**config.mk**
```make
export PLATFORM = sky130hd
export DESIGN_NAME = ansel_top
export DESIGN_NICKNAME = d
export VERILOG_FILES = /design/src/design/ansel_pkg.sv /design/src/design/ansel_port.sv /design/src/design/ansel_top.sv
export VERILOG_INCLUDE_DIRS = /design/src /design/src/design
export SDC_FILE = /design/constraint.sdc
export NUM_CORES = 1
export LEC_CHECK = 0
export BUFFER_PORTS_ARGS = -buffer_cell sky130_fd_sc_hd__buf_4
export CELL_PAD_IN_SITES_DETAIL_PLACEMENT = 2
export CELL_PAD_IN_SITES_GLOBAL_PLACEMENT = 2
export CORE_MARGIN = 4
export CORE_UTILIZATION = 35
export CTS_CLUSTER_DIAMETER = 50
export DETAILED_ROUTE_END_ITERATION = 8
export PLACE_DENSITY = 0.89
export SYNTH_ARGS = -nofsm -noshare
export SYNTH_HDL_FRONTEND = slang
export SYNTH_SLANG_ARGS = --single-unit
```
**constraint.sdc**
```tcl
create_clock -name hclk -period 2.4 [get_ports hclk]
set_input_delay 0.48 -clock hclk [delete_from_list [all_inputs] [get_ports hclk]]
set_output_delay 0.48 -clock hclk [all_outputs]
set_load 0.005 [all_outputs]
```
**src/design/ansel_defines.svh**
```systemverilog
// Register map, implemented-bit masks and reset values for the analog select block
//
// Behaviour
// - A select bit of 1 makes its pin analog and blocks the digital read; 0 makes it digital.
// - Every implemented select bit is read/write and resets to 1.
// - Unimplemented bit positions ignore writes and read as zero.
// - Port A implements select bits 10, 9, 7 and 6 only.
// - Port B implements select bits 15 down to 0.
// - Port C implements select bits 14, 13 and 4 only.
// - Port D implements select bits 7 and 6 only.
// - Port E implements select bit 9 only.
// - On the small package the port A and port E select registers are absent.
// - On the small package port C bit 4 is absent and reads zero; bits 14 and 13 remain.
// - Reading the port value returns zero for any pin configured as analog input.
// - Direction bit 1 means input, and all pins are inputs after reset.
`ifndef ANSEL_DEFINES_SVH
`define ANSEL_DEFINES_SVH

// ----------------------------------------------------------------
// Register byte offsets
// ----------------------------------------------------------------
`define OFS_SEL_A 8'h00
`define OFS_SEL_B 8'h04
`define OFS_SEL_C 8'h08
`define OFS_SEL_D 8'h0c
`define OFS_SEL_E 8'h10
`define OFS_DIR_A 8'h20
`define OFS_DIR_B 8'h24
`define OFS_DIR_C 8'h28
`define OFS_DIR_D 8'h2c
`define OFS_DIR_E 8'h30
`define OFS_VAL_A 8'h40
`define OFS_VAL_B 8'h44
`define OFS_VAL_C 8'h48
`define OFS_VAL_D 8'h4c
`define OFS_VAL_E 8'h50

// ----------------------------------------------------------------
// Implemented select bits per port
// ----------------------------------------------------------------
`define MASK_SEL_A 16'h06c0
`define MASK_SEL_B 16'hffff
`define MASK_SEL_C 16'h6010
`define MASK_SEL_C_SMALL 16'h6000
`define MASK_SEL_D 16'h00c0
`define MASK_SEL_E 16'h0200
`define MASK_NONE 16'h0000

// ----------------------------------------------------------------
// Reset values
// ----------------------------------------------------------------
`define RST_SEL 16'hffff
`define RST_DIR 16'hffff

// ----------------------------------------------------------------
// AHB-Lite encodings
// ----------------------------------------------------------------
`define HTRANS_NONSEQ 2'b10
`define HTRANS_SEQ 2'b11
`define ADDR_LSB 2
`define ADDR_MSB 7

`endif

```
**src/design/ansel_pkg.sv**
```systemverilog
// Types shared by the analog select block
package ansel_pkg;
	typedef logic [15:0] port_word_t;
	typedef enum logic [1:0] {
		KIND_SEL = 2'b00,
		KIND_DIR = 2'b01,
		KIND_VAL = 2'b10,
		KIND_NONE = 2'b11
	} reg_kind_e;
endpackage

```
**src/design/ansel_port.sv**
```systemverilog
// One port: select and direction registers plus the synchronised, gated read path
`timescale 1ns/1ps
`include "ansel_defines.svh"
module ansel_port #(
	parameter logic [15:0] SEL_MASK = `MASK_SEL_B
) (
	input wire logic hclk, // System clock
	input wire logic hresetn, // Async reset, active low
	input wire logic clk_en, // Freezes state while low
	input wire logic sel_we, // Write strobe for select register
	input wire logic dir_we, // Write strobe for direction register
	input wire ansel_pkg::port_word_t wdata, // Write data
	input wire ansel_pkg::port_word_t pin_in, // Raw pin levels
	output ansel_pkg::port_word_t sel, // Select register contents
	output ansel_pkg::port_word_t dir, // Direction register contents
	output ansel_pkg::port_word_t val // Gated pin value
);
	ansel_pkg::port_word_t sel_r, sel_nxt, dir_r, dir_nxt;
	ansel_pkg::port_word_t meta_r, sync_r;

	always_comb begin
		sel_nxt = sel_r;
		dir_nxt = dir_r;
		if (sel_we) begin
			sel_nxt = wdata & SEL_MASK;
		end
		if (dir_we) begin
			dir_nxt = wdata;
		end
	end

	// Unimplemented positions reset to zero so they never read as one
	always_ff @(posedge hclk or negedge hresetn) begin
		if (!hresetn) begin
			sel_r <= `RST_SEL & SEL_MASK;
			dir_r <= `RST_DIR;
			meta_r <= '0;
			sync_r <= '0;
		end else if (clk_en) begin
			sel_r <= sel_nxt;
			dir_r <= dir_nxt;
			meta_r <= pin_in;
			sync_r <= meta_r;
		end
	end

	assign sel = sel_r;
	assign dir = dir_r;
	// Analog pins read low; only the second sync stage feeds the gate
	assign val = sync_r & ~sel_r;
endmodule

```
**src/design/ansel_top.sv**
```systemverilog
// AHB-Lite slave holding the analog select and direction registers of ports A to E
//
// The AHB-Lite interface to the registers and the address map were left to the implementer.
`timescale 1ns/1ps
`include "ansel_defines.svh"
module ansel_top #(
	parameter bit SMALL_PKG = 1'b0 // Small package variant
) (
	input wire logic hclk, // System clock
	input wire logic hresetn, // Async reset, active low
	input wire logic clk_en, // Freezes state while low
	input wire logic hsel, // Slave select
	input wire logic [31:0] haddr, // Address
	input wire logic [1:0] htrans, // Transfer type
	input wire logic hwrite, // Write
	input wire logic [2:0] hsize, // Size
	input wire logic hready, // Bus ready in
	input wire logic [31:0] hwdata, // Write data
	output logic [31:0] hrdata, // Read data
	output logic hreadyout, // Always ready
	output logic hresp, // Always OKAY
	input wire logic [79:0] pin_in, // Pins of ports A..E, 16 each
	output logic [79:0] pin_is_input, // Direction bits, 1 = input
	output logic [79:0] pin_is_analog // Select bits, 1 = analog
);
	localparam int NPORT = 5;
	localparam logic [15:0] MASK_C = SMALL_PKG ? `MASK_SEL_C_SMALL : `MASK_SEL_C;
	localparam logic [15:0] MASK_A = SMALL_PKG ? `MASK_NONE : `MASK_SEL_A;
	localparam logic [15:0] MASK_E = SMALL_PKG ? `MASK_NONE : `MASK_SEL_E;
	localparam logic [NPORT*16-1:0] MASKS = {MASK_E, `MASK_SEL_D, MASK_C, `MASK_SEL_B, MASK_A};

	// ----------------------------------------------------------------
	// Address decode
	// ----------------------------------------------------------------
	function automatic ansel_pkg::reg_kind_e kind_of(input logic [7:0] a);
		case (a)
			`OFS_SEL_A, `OFS_SEL_B, `OFS_SEL_C, `OFS_SEL_D, `OFS_SEL_E: kind_of = ansel_pkg::KIND_SEL;
			`OFS_DIR_A, `OFS_DIR_B, `OFS_DIR_C, `OFS_DIR_D, `OFS_DIR_E: kind_of = ansel_pkg::KIND_DIR;
			`OFS_VAL_A, `OFS_VAL_B, `OFS_VAL_C, `OFS_VAL_D, `OFS_VAL_E: kind_of = ansel_pkg::KIND_VAL;
			default: kind_of = ansel_pkg::KIND_NONE;
		endcase
	endfunction

	function automatic logic [2:0] port_of(input logic [7:0] a);
		case (a)
			`OFS_SEL_A, `OFS_DIR_A, `OFS_VAL_A: port_of = 3'h0;
			`OFS_SEL_B, `OFS_DIR_B, `OFS_VAL_B: port_of = 3'h1;
			`OFS_SEL_C, `OFS_DIR_C, `OFS_VAL_C: port_of = 3'h2;
			`OFS_SEL_D, `OFS_DIR_D, `OFS_VAL_D: port_of = 3'h3;
			`OFS_SEL_E, `OFS_DIR_E, `OFS_VAL_E: port_of = 3'h4;
			default: port_of = 3'h7;
		endcase
	endfunction

	// ----------------------------------------------------------------
	// Address phase capture
	// ----------------------------------------------------------------
	logic wr_pend_r, wr_pend_nxt;
	logic [7:0] addr_r, addr_nxt;
	logic [31:0] rdata_r, rdata_nxt;
	logic take;
	logic [7:0] a_now;
	ansel_pkg::port_word_t sel_w [NPORT];
	ansel_pkg::port_word_t dir_w [NPORT];
	ansel_pkg::port_word_t val_w [NPORT];

	assign take = hsel && hready && (htrans == `HTRANS_NONSEQ || htrans == `HTRANS_SEQ);
	assign a_now = {haddr[`ADDR_MSB:`ADDR_LSB], 2'b00};

	// Reads are answered from the address phase so data stand in the next cycle
	always_comb begin
		wr_pend_nxt = take && hwrite;
		addr_nxt = take ? a_now : addr_r;
		rdata_nxt = rdata_r;
		if (take && !hwrite) begin
			rdata_nxt = '0;
			if (port_of(a_now) < 3'(NPORT)) begin
				case (kind_of(a_now))
					ansel_pkg::KIND_SEL: rdata_nxt = {16'h0000, sel_w[port_of(a_now)]};
					ansel_pkg::KIND_DIR: rdata_nxt = {16'h0000, dir_w[port_of(a_now)]};
					ansel_pkg::KIND_VAL: rdata_nxt = {16'h0000, val_w[port_of(a_now)]};
					default: rdata_nxt = '0;
				endcase
			end
		end
	end

	always_ff @(posedge hclk or negedge hresetn) begin
		if (!hresetn) begin
			wr_pend_r <= 1'b0;
			addr_r <= 8'h00;
			rdata_r <= 32'h0000_0000;
		end else if (clk_en) begin
			wr_pend_r <= wr_pend_nxt;
			addr_r <= addr_nxt;
			rdata_r <= rdata_nxt;
		end
	end

	assign hrdata = rdata_r;
	assign hreadyout = 1'b1;
	assign hresp = 1'b0;

	// ----------------------------------------------------------------
	// Ports
	// ----------------------------------------------------------------
	// Writes land in the data phase; registers change at its closing edge
	genvar g;
	generate
		for (g = 0; g < NPORT; g++) begin : g_port
			logic sel_we, dir_we;
			assign sel_we = wr_pend_r && kind_of(addr_r) == ansel_pkg::KIND_SEL
				&& port_of(addr_r) == 3'(g);
			assign dir_we = wr_pend_r && kind_of(addr_r) == ansel_pkg::KIND_DIR
				&& port_of(addr_r) == 3'(g);
			ansel_port #(
				.SEL_MASK(MASKS[g*16 +: 16])
			) u_port (
				.hclk(hclk),
				.hresetn(hresetn),
				.clk_en(clk_en),
				.sel_we(sel_we),
				.dir_we(dir_we),
				.wdata(hwdata[15:0]),
				.pin_in(pin_in[g*16 +: 16]),
				.sel(sel_w[g]),
				.dir(dir_w[g]),
				.val(val_w[g])
			);
			assign pin_is_input[g*16 +: 16] = dir_w[g];
			assign pin_is_analog[g*16 +: 16] = sel_w[g];
		end
	endgenerate
endmodule

```
Yosys cells after proc, flatten, opt, wreduce, memory -nomap -nowiden
Index checks and enable logic that the tools add are counted.

storage, ports and cells
  logic and storage cells = 155
  flip-flop bits (word level) = 305
  input port bits = 155
  output and inout port bits = 194

operators by class
  reduce and logical (&&, ||, !) cells = 51
  bitwise gates (word level) = 13
  multiplexer cells = 27
  $lt $le $gt $ge = 4
  eq/ne operators = 37

operators by type and width
  kind                                                      count
  binary-select mux 16 bit (select 3 bit)                   3
  two-way mux 16 bit                                        7
  AND 16 bit                                                5
  equality test 6 x 4 -> 1 bit, second input constant       10
  equality test 6 x 5 -> 1 bit, second input constant       10
  one-hot mux 16 bit (3 select lines)                       1
  two-way mux 3 bit                                         10
  one-hot mux 3 bit (5 select lines)                        2
  OR reduction 3 bit                                        10
  OR reduction 5 bit                                        6
  equality test 6 x 2 -> 1 bit, second input constant       4
  AND reduction 2 bit                                       12
  logical AND 1 bit                                         16
  zero test 8 bit                                           2
  inverter 10 -> 16 bit                                     1
  inverter 11 -> 16 bit                                     1
  inverter 15 -> 16 bit                                     1
  inverter 16 bit                                           1
  inverter 8 -> 16 bit                                      1
  equality test 6 x 1 -> 1 bit, second input constant       2
  equality test 6 x 3 -> 1 bit, second input constant       2
  greater-or-equal comparator 4 bit, second input constant  3
  inverter 3 -> 4 bit                                       3
  one-hot mux 2 bit (3 select lines)                        2
  11 further kinds                                          17

Longest topological paths before layout
Gate-level depths: netlist (run 1).

  word-level depth = 18
  mapped depth = 9
  gate-level depth less buffers = 6

Hierarchy
Synthesis (run 1) repeated with hierarchy kept, for this count alone.

unflattened totals
  cells, all modules = 1,193
  area, all modules = 15,092.0 µm²

modules (own cells, without submodules)
  module                          instances  area each (µm²)  cells each  seq. area each (µm²)
  ansel_top                       1          3,782.4          487         575.6
  ansel_port at g_port[1].u_port  1          2,612.5          152         1,641.6
  ansel_port at g_port[0].u_port  1          2,218.4          140         1,326.3
  ansel_port at g_port[2].u_port  1          2,189.6          139         1,300.0
  ansel_port at g_port[3].u_port  1          2,160.8          138         1,273.7
  ansel_port at g_port[4].u_port  1          2,128.3          137         1,247.4

Worst setup path after synthesis (run 1)
Ideal clock, no wire load.

  path kind = input port to flip-flop
  from = input haddr[4]
  to = register rdata_r[6] (netlist: hrdata[6])
  required time = 2,269 ps
  cell stages on the path = 7
  setup time = 131 ps
  arrival = 1,804 ps
  buffers on the path = 1
  setup slack = 465 ps
  cell sequence = buf_2 > a21oi_1 > nand2_1 > mux2_1 > a21oi_1 > nor3_1 > or3_1

between the ends
  cells in the longest elaborated chain, start to end = 12
  elaborated cells between the ends (all ways) = 55
  classes of those cells = 1 x order compare; 16 x eq/ne; 25 x mux; 3 x bitwise; 10 x reduce/logical

RTL lines
  item                                                               RTL line                                           RTL
  start, declared                                                    ansel_top.sv:13                                    input wire logic [31:0] haddr,
  equality test 6 x 3 -> 1 bit (tied with other cells)               ansel_top.sv:36, ansel_top.sv:45
  OR reduction 3 bit                                                 ansel_top.sv:45                                    case (a)
  one-hot mux 3 bit (5 select lines)                                 ansel_top.sv:45
  two-way mux 3 bit                                                  ansel_top.sv:78                                    case (kind_of(a_now))
  two-way mux 3 bit                                                  ansel_top.sv:77                                    if (port_of(a_now) < 3'(NPORT)) begin
  two-way mux 3 bit                                                  ansel_top.sv:75                                    if (take && !hwrite) begin
  inverter 3 -> 4 bit, on equally long branches                      ansel_top.sv:81, ansel_top.sv:79, ansel_top.sv:80
  binary-select mux 16 bit (select 3 bit), on equally long branches  ansel_top.sv:81, ansel_top.sv:79, ansel_top.sv:80
  two-way mux 16 bit, on equally long branches (2 in series)         ansel_top.sv:81, ansel_top.sv:79, ansel_top.sv:80
  one-hot mux 16 bit (3 select lines)                                ansel_top.sv:78
  two-way mux 16 bit *                                               ansel_top.sv:77
  end signal, assigned                                               ansel_top.sv:96                                    rdata_r <= rdata_nxt;
  end, declared                                                      ansel_top.sv:60                                    logic [31:0] rdata_r, rdata_nxt;

Every way passes the cells marked *; elsewhere a longest branch is shown, timed or not. The select of a mux whose other input is x is not followed.
A chain may end at the register's enable or synchronous reset.

Worst setup path after layout (run 1)
  from = register addr_r[5]
  to = register g_port[3].u_port.dir_r[13]

between the ends
  cells in the longest elaborated chain, start to end = 7
  elaborated cells between the ends (all ways) = 30
  classes of those cells = 16 x eq/ne; 2 x mux; 12 x reduce/logical

RTL lines
  item                                                  RTL line                          RTL
  start, declared                                       ansel_top.sv:59                   logic [7:0] addr_r, addr_nxt;
  start signal, assigned                                ansel_top.sv:95                   addr_r <= addr_nxt;
  equality test 6 x 5 -> 1 bit (tied with other cells)  ansel_top.sv:36, ansel_top.sv:45
  OR reduction 5 bit                                    ansel_top.sv:36                   case (a)
  one-hot mux 2 bit (3 select lines)                    ansel_top.sv:36
  equality test 2 x 1 -> 1 bit                          ansel_top.sv:114                  assign dir_we = wr_pend_r && kind_of(addr_r) == ansel_pkg::KIND_DIR
  logical AND 1 bit                                     ansel_top.sv:114
  logical AND 1 bit *                                   ansel_top.sv:115                  && port_of(addr_r) == 3'(g);
  AND reduction 2 bit (no source line) *                n/a
  end signal, assigned                                  ansel_port.sv:36                  dir_r <= `RST_DIR;
  end signal, assigned                                  ansel_port.sv:41                  dir_r <= dir_nxt;
  end, declared                                         ansel_port.sv:18                  ansel_pkg::port_word_t sel_r, sel_nxt, dir_r, dir_nxt;

Every way passes the cells marked *; elsewhere a longest branch is shown, timed or not.

==> results of run 1 <==
==> cells in the mapped netlist (3+ instances only) <==
library cell and instances:
a21boi_0 7, a21oi_1 43, a222oi_1 9, a22o_1 17
a22oi_1 8, a31oi_1 11, a32oi_1 4, and2_1 5
buf_2 24, buf_4 80, clkbuf_1 22, dfrtp_1 183
dfstp_2 106, inv_1 10, mux2_1 17, mux2_2 250
mux2i_1 10, nand2_1 72, nand2b_1 6, nand3_1 9
nand3b_1 19, nand4_1 3, nor2_1 21, nor2_2 4
nor3_1 9, o21ai_0 22, o21ai_1 3, o221ai_1 18
o22ai_1 4
==> final cells by class <==
cell class / instances / area, sq um
Clock inverter: 15 / 196.4
Tap cell: 511 / 639.4
Clock buffer: 61 / 1191
Multi-Input combinational cell: 680 / 5423
Fill cell: 3784 / 20500
Antenna cell: 5 / 12.51
Sequential cell: 289 / 7365
Inverter: 10 / 37.54
Timing Repair Buffer: 290 / 2303
==> per-stage QoR <==
step           setup TNS (ps)    util  area [sq um]  worst slack, ps
4_1_cts                     0  0.4555         17160            239.8
5_1_grt                     0  0.4558         17170            106.7
3_3_place_gp                0  0.4184         15760            67.45
2_1_floorplan               0       -         13640            464.7
3_5_place_dp           -76.79  0.4184         15760           -55.69
6_report                    0  0.4558         17170            149.3
==> report_power, final <==
group / internal, mW / switching [mW] / leakage [nW]
logic: 0.693 / 0.744 / 3.59
clock network: 3.80 / 2.42 / 0.680
registers: 5.37 / 0.389 / 3.28
total: 9.86 / 3.55 / 7.54
==> kinds of logic after synthesis <==
kind of cell	synth area share
mux	0.2323
simple gates	0.06157
flops	0.5507
buf+inv	0.06400
other cells	0.0005616
compound gates	0.09085
==> routing by layer <==
layer	share of wire	wire, um
met5	0.00044	24
met4	0.054	2963
met3	0.076	4144
met2	0.50	27010
met1	0.37	20350
==> repair_timing <==
item,in CTS,in global routing
hold buffers,1,0
hold endpoints to repair,27,0
buffers inserted,0,0
==> flip-flops by register name, indices dropped and copies added, names as in the netlist <==
signal and flops:
addr_r 6, g_port.u_port.dir 80, g_port.u_port.meta_r 80, wr_pend_r 1, g_port.u_port.sync_r 80, hrdata 16
g_port.u_port.sel 26
==> final timing paths <==
kind                                                              from                                 endpoint  slack [ps]  cells after the start
worst max register to register                   addr_r[5]$_DFFE_PN0P_     g_port[3].u_port.dir[13]$_DFFE_PN1P_         150                      6
worst max-delay path                             addr_r[5]$_DFFE_PN0P_     g_port[3].u_port.dir[13]$_DFFE_PN1P_         150                      6
worst min register to register  g_port[0].u_port.meta_r[7]$_DFFE_PN0P_   g_port[0].u_port.sync_r[7]$_DFFE_PN0P_         500                      2
max in group asynchronous                                      hresetn      g_port[0].u_port.dir[6]$_DFFE_PN1P_        1180                      3
worst min-delay path                                        pin_in[42]  g_port[2].u_port.meta_r[10]$_DFFE_PN0P_         140                      2
min in group asynchronous                                      hresetn  g_port[4].u_port.sync_r[11]$_DFFE_PN0P_         410                      2
==> results.json, run 1 <==
{
  "nNetsFinal": 1467,
  "max_freq_mhz": 444.3,
  "root_buffer": "clkbuf_16",
  "clk_pin_slew_worst_paths_ps": 60,
  "h-tree-depth": 2,
  "drv_slew": 0,
  "start_util": 0.3550,
  "placed_cells": 1779,
  "die-area_sq_um": 41400,
  "path_cells": "a21oi_1 > and2b_1 > nand4_1 > nor2_2 > buf_12 > mux2_2",
  "max_stage_delay_ps": 470,
  "grt_pass1_vias": 11380,
  "grt_max_degree": 164,
  "top_usage_layer": "met2",
  "max_cap_violations": 0,
  "hold_ws_ps": 140.1,
  "clock_latency_ps": 580,
  "yosysSeqAreaShare": 0.5507,
  "final_cells": 1861,
  "cellPowerDensity_nw_per_um2": 781.1,
  "critical_path.max_fanout": 14,
  "critPathLaunchType": "flop",
  "cts_tree": "yes",
  "fp.dieW_um": 203.5,
  "use_met1": 0.2960,
  "path_class": "reg2reg",
  "grt.total_usage": 0.2558,
  "clk_path_buf_depth": 3,
  "grt_pass1_wl_um": 78980,
  "final_common_cell": "buf_4",
  "total_leakage_power_nw": 7.544,
  "dp_hpwl_um": 37920,
  "cp_num_buf_inv": 1,
  "timing.slew.headroom": 0.3340,
  "die_h_um": 203.5,
  "drtPass1Iterations": 8,
  "ys_types": 67,
  "critPathArrivalTime_ps": 2730,
  "outcome": "completed",
  "use_met2": 0.4344,
  "finalCriticalPeriod_ps": 2251,
  "wl_per_cell_um": 29.29,
  "slowest_stage": "dfrtp_1",
  "layout_common_cells": "278 x buf_4, 250 x mux2_2, 183 x dfrtp_1",
  "finalHoldViolations": 0,
  "area_delta_synth_final_pct": 28.38,
  "syn_inst": 1037,
  "cts_sinks": 289,
  "drtIter0Drc": 698,
  "rows": 71,
  "ys_ff_latch": 289,
  "cts_buffers": 41,
  "layout-drive-gt1-share": 0.5398,
  "cp_top_family": "simple AND/OR/NAND/NOR gates",
  "drc": 0,
  "vias": 10080,
  "syn_area_sq_um": 13370,
  "finalPower_mw": 13.41,
  "fin_skew_ps": 23.75,
  "hold_class": "in2reg",
  "ys.flop_type": "dfrtp_1",
  "postRouteAntennaNets": 0,
  "crit_required_ps": 2880,
  "synth.avg_cell_area_sq_um": 12.90,
  "grt_setup_unrepaired": "false",
  "synth_top_area_share": 0.3424,
  "synth_top_area_cell": "dfrtp_1",
  "antenna_found_initial": 7,
  "synth_edf_count": 0,
  "grt_util_met3": 0.07632,
  "routed_wl_um": 54500,
  "worst_pin_slew_ps": 999.0,
  "synth_area_leaders": "dfrtp_1 34%, mux2_2 21%, dfstp_2 21%, buf_4 4.5%, nand2_1 2.0%",
  "placement.io_buffers": 230,
  "vias_per_cell": 5.416,
  "overflow": 0,
  "io_pins": 349,
  "endpoint_kind": "flop",
  "ctsResizeCount": 0,
  "ys_warn_count": 0,
  "period_share": 0.9378,
  "vdd_ir_drop_max_v": 0.0004879,
  "place.gp.congestion": 0.8698,
  "async_flop_share": 1.000,
  "finalSetupViolCount": 0,
  "coreArea_sq_um": 37670
}
No activity file was read; power rests on OpenSTA's default activity.
==> run 2, diff against run 1 <==
- ABC_AREA: default -> 1
- CORE_UTILIZATION: 35 -> 30
- PLACE_DENSITY: 0.89 -> 0.88
==> results.json, run 2 <==
{
  "yosysSeqAreaShare": 0.5499,
  "place.gp.congestion": 0.8874,
  "place_area_sq_um": 15680,
  "max_cap_violations": 0,
  "synth_area_leaders": "dfrtp_1 34%, dfstp_2 21%, nand2_1 17%, o21ai_0 9.0%, buf_4 4.2%",
  "antenna_found_initial": 1,
  "met1_length_um": 22630,
  "critPathArrivalTime_ps": 2600,
  "ys_types": 34,
  "fp.dieW_um": 219.3,
  "nNetsFinal": 2028,
  "drtPass1Iterations": 5,
  "io_pins": 349,
  "drv_slew": 0,
  "hold_ws_ps": 117.1,
  "power.net_switching_mw": 3.685,
  "start_util": 0.3029,
  "rows": 77,
  "fin_ws_ps": 252.4,
  "routed_wl_um": 56290,
  "clk_pin_slew_worst_paths_ps": 60,
  "ys_ff_latch": 289,
  "grt_max_degree": 127,
  "outcome": "completed",
  "timing.slew.headroom": 0.5348,
  "vias_per_cell": 4.921,
  "wl_per_cell_um": 22.57,
  "vias": 12270,
  "root_buffer": "clkbuf_16",
  "die_h_um": 219.3,
  "cellPowerDensity_nw_per_um2": 770.6,
  "critPathLaunchType": "flop",
  "final_common_cell": "nand2_1",
  "clock_latency_ps": 570,
  "synth.avg_cell_area_sq_um": 8.127,
  "placed_cells": 2423,
  "cts_buffers": 39,
  "p_clk_frac": 0.442,
  "die-area_sq_um": 48090,
  "grt_pass1_wl_um": 84300,
  "overflow": 0,
  "grt_pass1_vias": 13620,
  "critical_path.max_fanout": 32,
  "final_area_sq_um": 16980,
  "antennaDiodeCount": 0,
  "syn_inst": 1648,
  "ys.flop_type": "dfrtp_1",
  "finalHoldViolations": 0,
  "vdd_ir_drop_max_v": 0.0003961,
  "p_int_mw": 9.397,
  "period_share": 0.8949,
  "final_cells": 2494,
  "synth_top_area_share": 0.3419,
  "async_flop_share": 1.000,
  "worst_pin_slew_ps": 696.0,
  "yosysMostFrequentCell": "nand2_1",
  "final.fill_count": 4954,
  "routed-wl-met3_um": 3132,
  "tns_ps": 0,
  "max_freq_mhz": 465.6,
  "pwr-share-comb": 0.123,
  "layout-drive-gt1-share": 0.2392,
  "cts_tree": "yes",
  "syn_area_sq_um": 13390,
  "layout_common_cells": "622 x nand2_1, 259 x buf_4, 242 x o21ai_0",
  "area_delta_synth_final_pct": 26.75,
  "final_core_util": 0.3839,
  "finalSetupViolCount": 0,
  "hold_class": "in2reg",
  "ys_warn_count": 0,
  "postRouteAntennaNets": 0,
  "coreArea_sq_um": 44220,
  "dr_wl_met2_um": 28940,
  "fin_skew_ps": 36.98,
  "top_layer": "met4",
  "finalPower_mw": 13.08,
  "regArea_sq_um": 7365,
  "grt_setup_unrepaired": "false",
  "clk_path_buf_depth": 3,
  "cts_sinks": 289,
  "dp_hpwl_um": 40660,
  "synth_common_cells": "622 x nand2_1, 242 x o21ai_0, 183 x dfrtp_1",
  "drtIter0Drc": 899,
  "placement.io_buffers": 230,
  "finalCriticalPeriod_ps": 2148,
  "netSwitchingFraction": 0.2817,
  "h-tree-depth": 2,
  "total_leakage_power_nw": 8.127,
  "endpoint_kind": "flop",
  "crit_required_ps": 2850,
  "grt.total_usage": 0.2301,
  "place_ws_ps": 71.99,
  "path_class": "reg2reg",
  "drc": 0,
  "multiInputGateArea_sq_um": 4926,
  "cts_setup_buffers": 0,
  "synth_top_area_cell": "dfrtp_1",
  "p_seq_frac": 0.434,
  "synth_edf_count": 0
}
==> run 2: timing repair <==
item                                    in CTS  in global routing
hold buffers                                 1                  0
resized for setup                            0                  1
endpoints found under the hold margin       42                  0
endpoints found under the setup margin       0                  4
==> run 2: layout make-up <==
class,count,area share
Sequential cell,289,0.4338
Inverter,128,0.02838
Clock inverter,13,0.007445
Tap cell,592,0.04364
Multi-Input combinational cell,1143,0.2902
Clock buffer,57,0.06803
Timing Repair Buffer,272,0.1285
==> run 2: critical path: stages (launching register included) <==
cell,delay [ps]
dfrtp_1,440
nor2_1,200
inv_1,100
a21oi_1,250
inv_1,120
nor3_2,260
nand2_1,90
buf_4,260
o21ai_0,310
==> run 2: final timing paths <==
path,startpoint,end,slack (ps),depth (start not counted)
worst max-delay path,addr_r[3]$_DFFE_PN0P_,g_port[1].u_port.sel[3]$_DFFE_PN1P_,250,8
worst min-delay path,pin_in[46],g_port[2].u_port.meta_r[14]$_DFFE_PN0P_,120,3
worst max register to register,addr_r[3]$_DFFE_PN0P_,g_port[1].u_port.sel[3]$_DFFE_PN1P_,250,8
worst min register to register,g_port[1].u_port.meta_r[11]$_DFFE_PN0P_,g_port[1].u_port.meta_r[11]$_DFFE_PN0P_,470,2
max in group asynchronous,hresetn,g_port[3].u_port.dir[6]$_DFFE_PN1P_,1020,3
min in group asynchronous,hresetn,addr_r[2]$_DFFE_PN0P_,530,2
==> run 2: routing by layer <==
layer | global-route usage | vias to the layer above
met5 | 0 | -
met4 | 0.06615 | 0
met3 | 0.04528 | 95
met2 | 0.4166 | 341
met1 | 0.2766 | 6309
li1 | - | 5528
==> run 2: cells by family after synthesis <==
| kind of cell | Yosys count | synth area share |
|---|---|---|
| AOI/OAI and AO/OA | 301 | 0.1191 |
| buffers and inverters | 286 | 0.1033 |
| DFF | 289 | 0.5499 |
| muxes | 1 | 0.0008407 |
| other | 2 | 0.0005607 |
| and+or+nand+nor | 769 | 0.2263 |
==> run 2: power by group through the flow <==
stage	sequential, mW	combinational, mW	clock, mW
after CTS	5.68	1.64	5.90
final	5.68	1.61	5.79
after detailed placement	5.74	1.60	0
after global routing	5.72	1.80	6.14
after global placement	5.71	1.50	0
after floorplan	5.62	0.804	0
